[src/verilog/debug_session_defines.vh]
// Offsets, field positions, reset values and codes of the debug session control block.
// Assumes an 8-bit register space reached by a 16-bit byte address.
`ifndef DEBUG_SESSION_DEFINES_VH
`define DEBUG_SESSION_DEFINES_VH

// Register offsets.
`define OFS_CONTROL_ONE    16'h0020
`define OFS_STATE          16'h0021
`define OFS_TRACE_CONTROL  16'h0022
`define OFS_LINE_COUNT     16'h0026
`define OFS_SHARED         16'h0027
`define OFS_WINDOW_FIRST   16'h0028
`define OFS_WINDOW_LAST    16'h002f

// Control register one fields.
`define BIT_ARM            7
`define BIT_FORCE_TRIGGER  6
`define BIT_BREAK_TARGET   4
`define BIT_BREAK_ENABLE   3
`define BANK_HI            1
`define BANK_LO            0

// Trace control register fields.
`define BIT_TRACE_REQUEST  6
`define MODE_HI            3
`define MODE_LO            2
`define BIT_FORCE_TRIGGER_POSITION  0

// Status and line count fields.
`define BIT_FULL           7

// Reset values.
`define RST_CONTROL_ONE    8'h00
`define RST_TRACE_CONTROL  8'h00

// Sequencer state flag codes.
`define SEQ_DISARMED       3'h0
`define SEQ_FIRST          3'h1
`define SEQ_FINAL          3'h4

// Bank select codes.
`define BANK_A             2'h0
`define BANK_B             2'h1
`define BANK_C             2'h2
`define BANK_NONE          2'h3

`endif

[src/verilog/break_router.v]
// Registered routing of a breakpoint request to background mode or software interrupt.
// Assumes request is a one-cycle pulse from the control logic on the same clock.
`timescale 1ns/1ps
module break_router (
    // Clock and reset.
    input  wire clk,
    input  wire resetn,
    // Request and routing controls.
    input  wire request,
    input  wire target_bgnd,
    input  wire bgnd_permit,
    input  wire bgnd_active,
    // Routed pulses.
    output reg  bgnd_break,
    output reg  soft_int
);

always @(posedge clk) begin
    if (!resetn) begin
        bgnd_break <= 1'b0;
        soft_int   <= 1'b0;
    end else begin
        // Target set: background mode when permitted, else software interrupt.
        bgnd_break <= request & target_bgnd & bgnd_permit;
        // Target clear: interrupt only while background mode is inactive.
        soft_int   <= request & ((target_bgnd & ~bgnd_permit) | (~target_bgnd & ~bgnd_active));
    end
end

endmodule // break_router

[src/verilog/debug_session_control.v]
// Control register logic of an on-chip debug module: arming, write lock, forced trigger,
// breakpoint generation and routing, and comparator bank visibility.
// Assumes the sequencer, comparators and trace buffer sit outside on the same clock.
//
// Implementation choice: the plain strobed port.
`timescale 1ns/1ps
`include "debug_session_defines.vh"
module debug_session_control (
    // Clock and resets.
    input  wire        clk,
    input  wire        resetn,
    input  wire        por_resetn,
    // Register port.
    input  wire [15:0] reg_addr,
    input  wire [7:0]  reg_wdata,
    input  wire        reg_write,
    input  wire        reg_read,
    output reg  [7:0]  reg_rdata,
    // External register read data.
    input  wire [7:0]  shared_rdata,
    input  wire [7:0]  window_rdata,
    // Sequencer.
    input  wire        seq_update,
    input  wire [2:0]  seq_next_state,
    input  wire        final_reached,
    output reg         seq_force_final,
    output reg         seq_restart,
    // Trace buffer.
    input  wire        trace_started,
    input  wire        trace_done,
    input  wire        trace_full_event,
    input  wire [5:0]  trace_line_count,
    output reg         trace_start,
    output reg         trace_enable,
    output reg         trigger_position,
    output reg  [1:0]  trace_mode,
    // System and background module.
    input  wire        secured,
    input  wire        background_mode_permit,
    input  wire        bgnd_active,
    // Status outputs.
    output reg         armed,
    output reg  [2:0]  sequencer_state_flags,
    // Breakpoint outputs.
    output wire        break_to_bgnd,
    output wire        software_interrupt,
    // Window selects.
    output wire [2:0]  comp_bank_sel,
    output wire [3:0]  shared_sel
);

// Registers.
reg        arm_reg;
reg        arm_next;
reg        break_target_select;
reg        break_target_next;
reg        break_request_enable;
reg        break_enable_next;
reg  [1:0] comparator_bank_select;
reg  [1:0] bank_next;
reg        trace_request;
reg        trace_request_next;
reg        force_trigger_pos_reg;
reg        force_trigger_pos_next;
reg  [1:0] mode_reg;
reg  [1:0] mode_next;
reg        trace_full_flag;
reg        full_next;
reg  [2:0] state_reg;
reg  [2:0] state_next;
reg        break_pending;
reg        pending_next;
reg        break_req;
reg        start_next;
reg        force_final_next;
reg  [7:0] rdata_next;

// Decoded accesses.
wire wr_ctrl   = reg_write && (reg_addr == `OFS_CONTROL_ONE);
wire wr_trace  = reg_write && (reg_addr == `OFS_TRACE_CONTROL);
wire arm_set   = wr_ctrl && reg_wdata[`BIT_ARM];
wire arm_clear = wr_ctrl && !reg_wdata[`BIT_ARM];
// Only a one written while disarmed starts a session; a one written while armed keeps it running.
wire arm_start = arm_set && !arm_reg;
// A zero in the force trigger bit is ignored; a one needs an armed session.
wire force_trigger_wr   = wr_ctrl && reg_wdata[`BIT_FORCE_TRIGGER] && arm_reg;
// Tracing runs only when requested and the system is not secured.
wire trace_on  = trace_request && !secured;
// A trigger-first trace already running makes the forced trigger a no-op.
wire force_trigger_take = force_trigger_wr && !(trace_started && force_trigger_pos_reg);
// Entry to the final state, from the sequencer or by force.
wire enter_final = arm_reg && (final_reached || force_trigger_take) && (state_reg != `SEQ_FINAL);

function [7:0] control_view;
    input       tgt;
    input       ena;
    input [1:0] bank;
    begin
        // Force trigger reads back as zero.
        control_view = 8'h00;
        control_view[`BIT_ARM]          = arm_reg;
        control_view[`BIT_BREAK_TARGET] = tgt;
        control_view[`BIT_BREAK_ENABLE] = ena;
        control_view[`BANK_HI:`BANK_LO] = bank;
    end
endfunction

function in_window;
    input [15:0] a;
    begin
        in_window = (a >= `OFS_WINDOW_FIRST) && (a <= `OFS_WINDOW_LAST);
    end
endfunction

// Next-state logic for the control and status registers.
always @* begin
    arm_next           = arm_reg;
    break_target_next  = break_target_select;
    break_enable_next  = break_request_enable;
    bank_next          = comparator_bank_select;
    trace_request_next = trace_request;
    force_trigger_pos_next      = force_trigger_pos_reg;
    mode_next          = mode_reg;
    state_next         = state_reg;
    pending_next       = break_pending;
    break_req          = 1'b0;
    start_next         = 1'b0;
    force_final_next   = 1'b0;
    if (wr_ctrl) begin
        // Bank select accepted in any state.
        bank_next = reg_wdata[`BANK_HI:`BANK_LO];
        // Target and enable change only while disarmed, so a disarming write keeps them.
        if (!arm_reg) begin
            break_target_next = reg_wdata[`BIT_BREAK_TARGET];
            break_enable_next = reg_wdata[`BIT_BREAK_ENABLE];
        end
    end
    // Trace control is locked while armed; the request bit also while secured.
    if (wr_trace && !arm_reg) begin
        if (!secured) begin
            trace_request_next = reg_wdata[`BIT_TRACE_REQUEST];
        end
        force_trigger_pos_next = reg_wdata[`BIT_FORCE_TRIGGER_POSITION];
        mode_next     = reg_wdata[`MODE_HI:`MODE_LO];
    end
    if (seq_update && arm_reg) begin
        state_next = seq_next_state;
    end
    if (enter_final) begin
        // Sequencer driven to its final state.
        state_next       = `SEQ_FINAL;
        force_final_next = force_trigger_take;
        if (trace_on) begin
            // With tracing, any breakpoint waits for the end of the trace.
            start_next   = !trace_started;
            pending_next = break_request_enable;
        end else if (break_request_enable) begin
            // Without tracing the breakpoint is immediate and ends the session.
            break_req  = 1'b1;
            arm_next   = 1'b0;
            state_next = `SEQ_DISARMED;
        end
    end
    if (trace_done && arm_reg) begin
        // Session ends with the trace; pending breakpoint issued now.
        arm_next     = 1'b0;
        state_next   = `SEQ_DISARMED;
        break_req    = break_pending && break_request_enable;
        pending_next = 1'b0;
    end
    if (arm_clear) begin
        // Software disarm keeps the last sequencer state.
        arm_next     = 1'b0;
        pending_next = 1'b0;
        state_next   = state_reg;
    end
    if (arm_start) begin
        // Arming restarts the sequencer; re-writing the arm bit while armed leaves the session alone,
        // so that a forced trigger written together with the arm bit still takes effect.
        arm_next     = 1'b1;
        state_next   = `SEQ_FIRST;
        pending_next = 1'b0;
        break_req    = 1'b0;
        start_next   = 1'b0;
    end
end

// Trace full flag: a fill event wins over the clearing arm write.
always @* begin
    full_next = trace_full_flag;
    if (arm_set) begin
        full_next = 1'b0;
    end
    if (trace_full_event) begin
        full_next = 1'b1;
    end
end

// Read data stand only in the cycle after the read strobe.
always @* begin
    rdata_next = 8'h00;
    if (reg_read) begin
        case (reg_addr)
            `OFS_CONTROL_ONE: begin
                rdata_next = control_view(break_target_select, break_request_enable, comparator_bank_select);
            end
            `OFS_STATE: begin
                rdata_next = {trace_full_flag, 4'h0, state_reg};
            end
            `OFS_TRACE_CONTROL: begin
                rdata_next = {1'b0, trace_request, 2'h0, mode_reg, 1'b0, force_trigger_pos_reg};
            end
            `OFS_LINE_COUNT: begin
                rdata_next = {trace_full_flag, 1'b0, trace_line_count};
            end
            `OFS_SHARED: begin
                // Outside logic supplies the register that the shared select names.
                rdata_next = shared_rdata;
            end
            default: begin
                // The window reads as zero when no comparator is mapped.
                if (in_window(reg_addr) && (comparator_bank_select != `BANK_NONE)) begin
                    rdata_next = window_rdata;
                end
            end
        endcase
    end
end

// Control registers on the ordinary reset.
always @(posedge clk) begin
    if (!resetn) begin
        arm_reg                <= 1'b0;
        break_target_select    <= 1'b0;
        break_request_enable   <= 1'b0;
        comparator_bank_select <= `BANK_A;
        trace_request          <= 1'b0;
        force_trigger_pos_reg           <= 1'b0;
        mode_reg               <= 2'h0;
        state_reg              <= `SEQ_DISARMED;
        break_pending          <= 1'b0;
        reg_rdata              <= 8'h00;
        seq_force_final        <= 1'b0;
        seq_restart            <= 1'b0;
        trace_start            <= 1'b0;
        trace_enable           <= 1'b0;
        trigger_position       <= 1'b0;
        trace_mode             <= 2'h0;
        armed                  <= 1'b0;
        sequencer_state_flags  <= `SEQ_DISARMED;
    end else begin
        arm_reg                <= arm_next;
        break_target_select    <= break_target_next;
        break_request_enable   <= break_enable_next;
        comparator_bank_select <= bank_next;
        trace_request          <= trace_request_next;
        force_trigger_pos_reg           <= force_trigger_pos_next;
        mode_reg               <= mode_next;
        state_reg              <= state_next;
        break_pending          <= pending_next;
        reg_rdata              <= rdata_next;
        seq_force_final        <= force_final_next;
        seq_restart            <= arm_start;
        trace_start            <= start_next;
        trace_enable           <= trace_request_next && !secured;
        trigger_position       <= force_trigger_pos_next;
        trace_mode             <= mode_next;
        armed                  <= arm_next;
        sequencer_state_flags  <= state_next;
    end
end

// The full flag survives every reset except power-on.
always @(posedge clk) begin
    if (!por_resetn) begin
        trace_full_flag <= 1'b0;
    end else begin
        trace_full_flag <= full_next;
    end
end

break_router u_break_router (
    .clk         (clk),
    .resetn      (resetn),
    .request     (break_req),
    .target_bgnd (break_target_select),
    .bgnd_permit (background_mode_permit),
    .bgnd_active (bgnd_active),
    .bgnd_break  (break_to_bgnd),
    .soft_int    (software_interrupt)
);

window_decoder u_window_decoder (
    .clk           (clk),
    .resetn        (resetn),
    .bank_code     (comparator_bank_select),
    .comp_bank_sel (comp_bank_sel),
    .shared_sel    (shared_sel)
);

endmodule // debug_session_control

[src/verilog/window_decoder.v]
// Registered decode of the comparator bank select code into window and shared address selects.
// Assumes the code comes from a register on the same clock.
`timescale 1ns/1ps
`include "debug_session_defines.vh"
module window_decoder (
    // Clock and reset.
    input  wire       clk,
    input  wire       resetn,
    // Bank select code.
    input  wire [1:0] bank_code,
    // Decoded selects.
    output reg  [2:0] comp_bank_sel,
    output reg  [3:0] shared_sel
);

always @(posedge clk) begin
    if (!resetn) begin
        comp_bank_sel <= 3'h1;
        shared_sel    <= 4'h1;
    end else begin
        // One-hot comparator A, B or C; code for no comparator selects none.
        comp_bank_sel <= (bank_code == `BANK_NONE) ? 3'h0 : (3'h1 << bank_code);
        // Sequencer control one, two, three, or the match flag register.
        shared_sel    <= 4'h1 << bank_code;
    end
end

endmodule // window_decoder
[config.mk]
export PLATFORM = sky130hd
export DESIGN_NAME = debug_session_control
export DESIGN_NICKNAME = d
export VERILOG_FILES = /design/src/verilog/break_router.v /design/src/verilog/debug_session_control.v /design/src/verilog/window_decoder.v
export VERILOG_INCLUDE_DIRS = /design/src /design/src/verilog
export SDC_FILE = /design/constraint.sdc
export NUM_CORES = 1
export LEC_CHECK = 0
export BUFFER_PORTS_ARGS = -buffer_cell sky130_fd_sc_hd__buf_2
export CAP_MARGIN = 5
export CORE_UTILIZATION = 40
export CTS_CLUSTER_DIAMETER = 40
export DETAILED_ROUTE_END_ITERATION = 12
export GPL_ROUTABILITY_DRIVEN = 1
export PLACE_DENSITY = 0.78
export SYNTH_ARGS = -nofsm -noshare
export SYNTH_HDL_FRONTEND = slang
export SYNTH_SLANG_ARGS = --single-unit
[constraint.sdc]
create_clock -name clk -period 1.5 [get_ports clk]
set_input_delay 0.15 -clock clk [delete_from_list [all_inputs] [get_ports clk]]
set_output_delay 0.15 -clock clk [all_outputs]
set_load 0.01 [all_outputs]
==> results.txt, run 1 <==
----------------------------------------------------
[Outcome]
  Run status ... complete, but fails checks
  Violations in the final reports ... negative setup slack

[Synth]
  Most frequent cells after synthesis ... 34 x sky130_fd_sc_hd__dfxtp_1, 28 x sky130_fd_sc_hd__nand2_1, 13 x sky130_fd_sc_hd__nor2_1
  Flop and latch count out of synthesis ... 34
  Synthesized area per cell ... 8.974 sq um
  Sequential-to-total area share from yosys stat ... 40.78%
  Number of synthesis warnings ... 0
  Summed instance area of the synthesized netlist ... 0.001669 sq mm
  Synth Net Count ... 248
  Most frequent cell after synthesis ... sky130_fd_sc_hd__dfxtp_1
  Post-synthesis instance total ... 186
  Most used flip-flop cell after synthesis ... sky130_fd_sc_hd__dfxtp_1
  Number of enable-type register cells in the synthesized netlist ... 0
  Largest area contributor in the synthesized netlist ... sky130_fd_sc_hd__dfxtp_1
  Fraction of post-synthesis cell area in the top cell type by area ... 40.78%
  Post-synth cell types ... 47
  Share of synthesized flip-flops with an asynchronous set or reset ... 0%
  Most area-consuming cells after synthesis ... sky130_fd_sc_hd__dfxtp_1 41%, sky130_fd_sc_hd__nand2_1 6.3%, sky130_fd_sc_hd__mux2i_1 6.0%

[GRT]
  Wire length of the first global-routing pass ... 7610 um
  Number of antenna violations at the first check in global routing ... 0
  Global router's overall resource usage ... 23.33%
  Vias in the first global route ... 1661
  GRT overflow ... 0
  Pin count of the biggest net entering global routing ... 16

[Drt]
  WL/cell ... 13.80 um
  Total DRC errors in the routed layout ... 0
  Number of iterations in the first detailed-routing pass ... 4
  Total length of routed wires ... 4980 um
  Number of nets with antenna violations after routing ... 0
  Via Count ... 1873
  Initial DRC Count ... 92
  Number of vias per cell after detailed routing ... 5.188

[Floorplanning]
  Top Ports ... 90
  DIE HEIGHT ... 66.60 um
  Number of rows created at floorplan ... 23
  Initial Utilization ... 41.73%
  Die span in x ... 66.60 um
  CORE AREA ... 0.004000 sq mm
  Die Outline Area ... 0.004435 sq mm

[Clock network]
  Maximum clock path buffer count ... 2
  CTS sink count ... 34
  Total number of H-tree levels ... 2
  Clock tree from TritonCTS ... done
  Master cell of the clock root buffer ... sky130_fd_sc_hd__clkbuf_8
  Clock latency of the later-clocked register in the worst-skew pair ... 0.29 ns
  Clock Pin Slew Worst Setup and Hold Paths ... 0.07 ns
  Number of buffers inserted for hold repair after clock tree synthesis ... 0
  Number of buffers added by the clock tree synthesis step ... 5

[Placement]
  GP Congestion ... 0.8709
  Final HPWL from detailed placement ... 3924 um
  Total placed cells including tap cells ... 351
  Worst slack at placement ... -0.2741 ns
  PortBufs ... 88

[Timing]
  Layout Skew ... 0.003918 ns
  Period utilisation layout ... 107.7%
  Final hold viol count ... 0
  Setup slack after layout ... -0.1152 ns
  Worst slew slack as a fraction of its limit ... 77.62%
  Final-report setup violation count ... 6
  Slew at the pin closest to its max-slew limit ... 0.3333 ns
  Unrepaired setup endpoints after global routing ... true
  Maximum operating frequency ... 0.6191 GHz
  Final Critical Period ... 1.615 ns
  Number of pins with negative max-slew slack in the final report ... 0

[Run]
  Max-cap violation count ... 0

[Power and ir drop]
  Share of total power in combinational logic ... 10.9%
  Proportion of power drawn by flip-flops and latches ... 52.6%
  Largest vdd supply drop ... 524.0 uV
  Leakage power ... 0.001145 uW
  Switching share of total power ... 23.99%
  Cell internal pwr ... 1308 uW
  Power per unit of standard cell area ... 672.0 mW/mm^2
  Portion of total power attributed to the clock network ... 36.5%
  Psw ... 412.6 uW

[Hold path]
  Hold Path Stages ... 2
  Worst Hold Class ... primary input to flop
  Min-Delay Startpoint ... trace_started
  End of the worst hold path ... trace_start

[Critical path]
  R2r setup slk ... -0.12 ns
  Endpoint of the most critical register-to-register path ... state_reg[2]
  Reg2reg path depth ... 6
  Category of the critical setup timing path ... flop to flop
  CP startpoint kind ... flop
  Data arrival time at the worst-slack endpoint ... 1.78 ns
  Data required time of the critical path ... 1.66 ns
  Biggest fanout along the worst timing path ... 5
  CP endpoint kind ... flop
  Crit Reg-Reg Startpoint ... state_reg[2]

[Final layout]
  Area occupied by registers ... 683.2 sq um
  N_diodes ... 0
  Filler cell count in the final layout ... 348
  Share of cells above drive strength 1 ... 49.20%
  Layout-stage area growth over the synthesis result ... 53.37%
  Max reg flops ... 8
  Total area of multi-input combinational cells ... 997.2 sq um
  Final net count ... 373
  Post-Layout Cell Count ... 361

----------------------------------------------------
layer usage:
metal	part of all wire [%]	track usage [%]	up-vias
li1	-	-	940
met1	42	28.38	846
met2	50	40.66	83
met3	7.0	5.479	4
met4	0.84	6.117	0
met5	0	0	-
power groups by stage:
stage | Clock (uW) | Combinational, uW | Sequential, uW
floorplan | 0 | 58.9 | 925
global placement | 0 | 180 | 926
detailed placement | 0 | 181 | 926
CTS | 639 | 183 | 905
global route | 685 | 203 | 905
finish | 627 | 187 | 906
layout make-up:
cell class,instances,share of cell area [%]
inverter,3,0.4399
clock buffer,5,2.688
clock inverter,2,0.3910
sequential,34,26.69
timing repair buffer,124,28.40
tap,50,2.444
multi-input combinational,143,38.95
worst max path at each step:
| stage | from | end | depth (start not counted) |
|---|---|---|---|
| after CTS | state_reg[2] | state_reg[1] | 6 |
| final | state_reg[2] | state_reg[2] | 6 |
| after floorplan | state_reg[2] | state_reg[1] | 5 |
| after global placement | reg_addr[10] | state_reg[1] | 6 |
| after detailed placement | reg_addr[15] | state_reg[1] | 6 |
| after global routing | state_reg[2] | state_reg[2] | 6 |
cell usage in the layout (no fill, tap or decap), drive strengths merged, types with 2 or more instances in the layout:
master,netlist,routed
and3,2,2
nor4,7,7
nor2,13,13
clkinv,0,2
o21ai,7,7
o21a,3,3
nand2b,2,2
nand2,29,29
a21oi,12,12
a22oi,9,9
and2,2,2
buf,3,124
dfxtp,34,34
nor2b,2,2
mux2i,10,10
nand4,3,3
o31ai,3,3
nor3,8,8
nand3,10,10
clkbuf,3,5
inv,3,3
worst max-delay path, cell delays in order (launching register included):
cell,delay [ns]
sky130_fd_sc_hd__dfxtp_2,0.32
sky130_fd_sc_hd__or3b_4,0.24
sky130_fd_sc_hd__nand4_1,0.17
sky130_fd_sc_hd__o31ai_4,0.33
sky130_fd_sc_hd__buf_6,0.17
sky130_fd_sc_hd__a2bb2oi_4,0.17
sky130_fd_sc_hd__o22ai_1,0.09
what timing repair did:
item / in CTS / in global routing
cloned: 0 / 0
pin swaps: 2 / 3
buffers inserted: 2 / 1
gates resized for setup: 4 / 6
endpoints found under the setup margin: 6 / 11
cells by family (layout without fill, tap and decap cells):
logic type | after synthesis | after routing | share of synthesized area [%]
AO/OA/AOI/OAI | 48 | 48 | 20.24
buffers and inverters | 9 | 134 | 3.148
flip-flops | 34 | 34 | 40.78
multiplexers | 10 | 10 | 5.997
AND/OR/NAND/NOR | 85 | 85 | 29.84
through the flow:
step                utilization (%)  power [uW]   TNS [ns]  instance area, sq um  hold slack (ns)
finish                        64.00        1720    -0.4644                  2560          0.04996
global route                  64.00        1792    -0.8963                  2560          0.04146
CTS                           62.90        1728    -0.4373                  2516          0.04086
detailed placement            59.90        1107     -3.691                  2396           0.3433
global placement              59.90        1106     -3.201                  2396           0.3504
floorplan                         -       984.1  -0.006173                  1674           0.2268
(Power assumes the default switching activity.)
==> run 2, diff against run 1 <==
--- a/config.mk
+++ b/config.mk
@@ -13,6 +13,7 @@
 export DETAILED_ROUTE_END_ITERATION = 12
 export GPL_ROUTABILITY_DRIVEN = 1
 export PLACE_DENSITY = 0.78
+export SETUP_SLACK_MARGIN = 0.15
 export SYNTH_ARGS = -nofsm -noshare
 export SYNTH_HDL_FRONTEND = slang
 export SYNTH_SLANG_ARGS = --single-unit
==> run 2 against run 1 <==
Against the previous run: the run still ends with negative setup slack left; total power rose by 23%; largest cell class unchanged; final area increased by 8.6%; cell count rose by 0.28%; flip-flop and latch count stayed put; clock skew rose by 0.0057 ns; register-to-register slack worse by 0.04 ns; via count grew 3.8%; core utilization increased by 5.5 points; critical path depth unchanged; routed wire length is 11% higher; hold slack lost 0.019 ns.
==> results.txt, run 2 (synthesis gave the netlist of run 1 again) <==
----------------------------------------------------
[Outcome]
  Run status ... complete, but fails checks
  Violations in the final reports ... negative setup slack

[Power and ir drop]
  Share of total power in combinational logic ... 9.7% (-1.2 points)
  Power per unit of standard cell area ... 762.9 mW/mm^2 (+14%)
  Cell internal pwr ... 1669 uW (+28%)
  Portion of total power attributed to the clock network ... 47.7% (+11 points)
  Psw ... 452.4 uW (+9.6%)
  Largest vdd supply drop ... 941.2 uV (+80%)
  Proportion of power drawn by flip-flops and latches ... 42.7% (-9.9 points)
  Switching share of total power ... 21.33% (-2.7 points)
  Leakage power ... 0.001206 uW (+5.4%)

[GRT]
  GRT overflow ... 0 (unchanged)
  Number of antenna violations at the first check in global routing ... 0 (unchanged)
  Global router's overall resource usage ... 23.31% (about the same)
  Vias in the first global route ... 1735 (+4.5%)
  Pin count of the biggest net entering global routing ... 16 (unchanged)
  Wire length of the first global-routing pass ... 7741 um (+1.7%)

[Final layout]
  Final net count ... 373 (unchanged)
  Total area of multi-input combinational cells ... 0.001135 sq mm (+14%)
  Most common library cell in the layout ignoring fill and taps ... sky130_fd_sc_hd__buf_2
  Filler cell count in the final layout ... 304 (-13%)
  Layout-stage area growth over the synthesis result ... 66.57%
  Max reg flops ... 8 (unchanged)
  N_diodes ... 0 (unchanged)
  Post-Layout Cell Count ... 362 (+0.28%)
  Commonest cells after routing, fill and taps aside ... 86 x sky130_fd_sc_hd__buf_2, 31 x sky130_fd_sc_hd__dfxtp_1, 29 x sky130_fd_sc_hd__buf_4
  Share of cells above drive strength 1 ... 55.45% (+6.3 points)
  Area occupied by registers ... 684.4 sq um (+0.18%)

[Hold path]
  Min-Delay Startpoint ... trace_started
  Worst Hold Class ... primary input to flop

[Timing]
  Setup slack after layout ... -0.1543 ns (-0.03904 ns)
  Worst slew slack as a fraction of its limit ... 67.60% (-10 points)
  Period utilisation layout ... 110.3% (+2.6 points)
  Final-report setup violation count ... 8 (+2)
  Slew at the pin closest to its max-slew limit ... 0.4830 ns (+0.1498 ns)
  Final Critical Period ... 1.654 ns (+0.03904 ns)
  Maximum operating frequency ... 0.6045 GHz (-2.4%)
  Number of pins with negative max-slew slack in the final report ... 0 (unchanged)
  Layout Skew ... 0.009579 ns (+0.005661 ns)
  Final hold viol count ... 0 (unchanged)
  Unrepaired setup endpoints after global routing ... true

[Clock network]
  Clock latency of the later-clocked register in the worst-skew pair ... 0.29 ns (about the same)
  Master cell of the clock root buffer ... sky130_fd_sc_hd__clkbuf_8
  Total number of H-tree levels ... 2 (unchanged)
  Maximum clock path buffer count ... 2 (unchanged)
  CTS sink count ... 34 (unchanged)
  Clock tree from TritonCTS ... done
  Number of buffers added by the clock tree synthesis step ... 5 (unchanged)
  Clock Pin Slew Worst Setup and Hold Paths ... 0.07 ns (about the same)
  Number of buffers inserted for hold repair after clock tree synthesis ... 0 (unchanged)

[Drt]
  Initial DRC Count ... 70 (-24%)
  Via Count ... 1944 (+3.8%)
  Total DRC errors in the routed layout ... 0 (unchanged)
  Number of iterations in the first detailed-routing pass ... 4 (unchanged)
  Total length of routed wires ... 5535 um (+11%)
  WL/cell ... 15.29 um (+11%)
  Number of nets with antenna violations after routing ... 0 (unchanged)
  Number of vias per cell after detailed routing ... 5.370 (+3.5%)

[Placement]
  Worst slack at placement ... -0.2210 ns (+0.05310 ns)
  Total placed cells including tap cells ... 348 (-0.85%)
  Final HPWL from detailed placement ... 3814 um (-2.8%)
  PortBufs ... 88 (unchanged)
  GP Congestion ... 0.8503 (-2.4%)

[Critical path]
  CP startpoint kind ... flop
  Timing startpoint of the critical path ... state_reg[2]
  Data required time of the critical path ... 1.70 ns (+0.04 ns)
  Biggest fanout along the worst timing path ... 7 (+2)
  Category of the critical setup timing path ... flop to flop
  Crit Reg-Reg Startpoint ... state_reg[2]
  CP endpoint kind ... flop
  Data arrival time at the worst-slack endpoint ... 1.85 ns (+0.07 ns)

[Floorplanning]
  Die Outline Area ... 0.004435 sq mm (unchanged)
  Number of rows created at floorplan ... 23 (unchanged)
  Top Ports ... 90 (unchanged)
  Die span in x ... 66.60 um (unchanged)
  Initial Utilization ... 41.73% (unchanged)
  DIE HEIGHT ... 66.60 um (unchanged)
  CORE AREA ... 0.004000 sq mm (unchanged)

[Run]
  Max-cap violation count ... 0 (unchanged)

----------------------------------------------------
==> run 2: cell types whose count changed in the layout (fill, tap and decap cells not counted), sizes merged <==
cell | before | now
bufinv | 0 | 2
clkinv | 2 | 1
==> run 2: worst paths after layout <==
kind                 end  slack (ns)  cells after the start
min reg2reg  mode_reg[0]        0.53                      2
max              arm_reg       -0.15                      6
max reg2reg      arm_reg       -0.15                      6
min          trace_start        0.03                      2
==> run 2: layer usage <==
layer	track usage, %	up-vias	part of all wire [%]
met5	0	-	0
met4	10.37	0	2.5
met3	5.137	14	5.9
met2	39.65	77	52
met1	27.71	905	40
li1	-	948	-
==> run 2: power by group through the flow <==
stage | Clock [uW] | Combinational, uW | Sequential (uW)
final | 1010 | 205 | 905
after global routing | 1050 | 220 | 905
after CTS | 1020 | 188 | 905
after detailed placement | 0 | 186 | 926
after global placement | 0 | 184 | 926
after floorplan | 0 | 61.1 | 925
==> run 2: what timing repair did <==
item	4_1_cts	5_1_grt
setup buffers	2	4
resized for setup	5	33
setup endpoints to repair	8	27
cloned	0	0
pin swaps	7	21
==> run 2: worst max-delay path, cell delays in order (launching register included) <==
cell	delay, ns
sky130_fd_sc_hd__dfxtp_2	0.32
sky130_fd_sc_hd__or3b_4	0.24
sky130_fd_sc_hd__nand4_1	0.18
sky130_fd_sc_hd__o31ai_4	0.31
sky130_fd_sc_hd__buf_6	0.19
sky130_fd_sc_hd__a32oi_4	0.12
sky130_fd_sc_hd__and2_4	0.18
==> run 2: final cells by class <==
class	count	area share [%]
clock buffer	5	2.475
clock inverter	3	2.475
inverter	3	0.4050
multi-input combinational	143	40.82
sequential	34	24.62
tap	50	2.250
timing repair buffer	124	26.96
==> run 2: metrics by stage <==
| step | setup TNS [ns] | area, sq um | total power (uW) | util, % | hold slack [ns] |
|---|---|---|---|---|---|
| 6_report | -1.018 | 2780 | 2121 | 69.50 | 0.03118 |
| 5_1_grt | -1.230 | 2780 | 2177 | 69.50 | 0.03711 |
| 4_1_cts | -0.1045 | 2576 | 2110 | 64.40 | 0.03305 |
| 3_5_place_dp | -3.059 | 2396 | 1112 | 59.90 | 0.3385 |
| 3_3_place_gp | -2.163 | 2396 | 1110 | 59.90 | 0.3429 |
| 2_1_floorplan | -0.006124 | 1709 | 986.4 | - | 0.2268 |
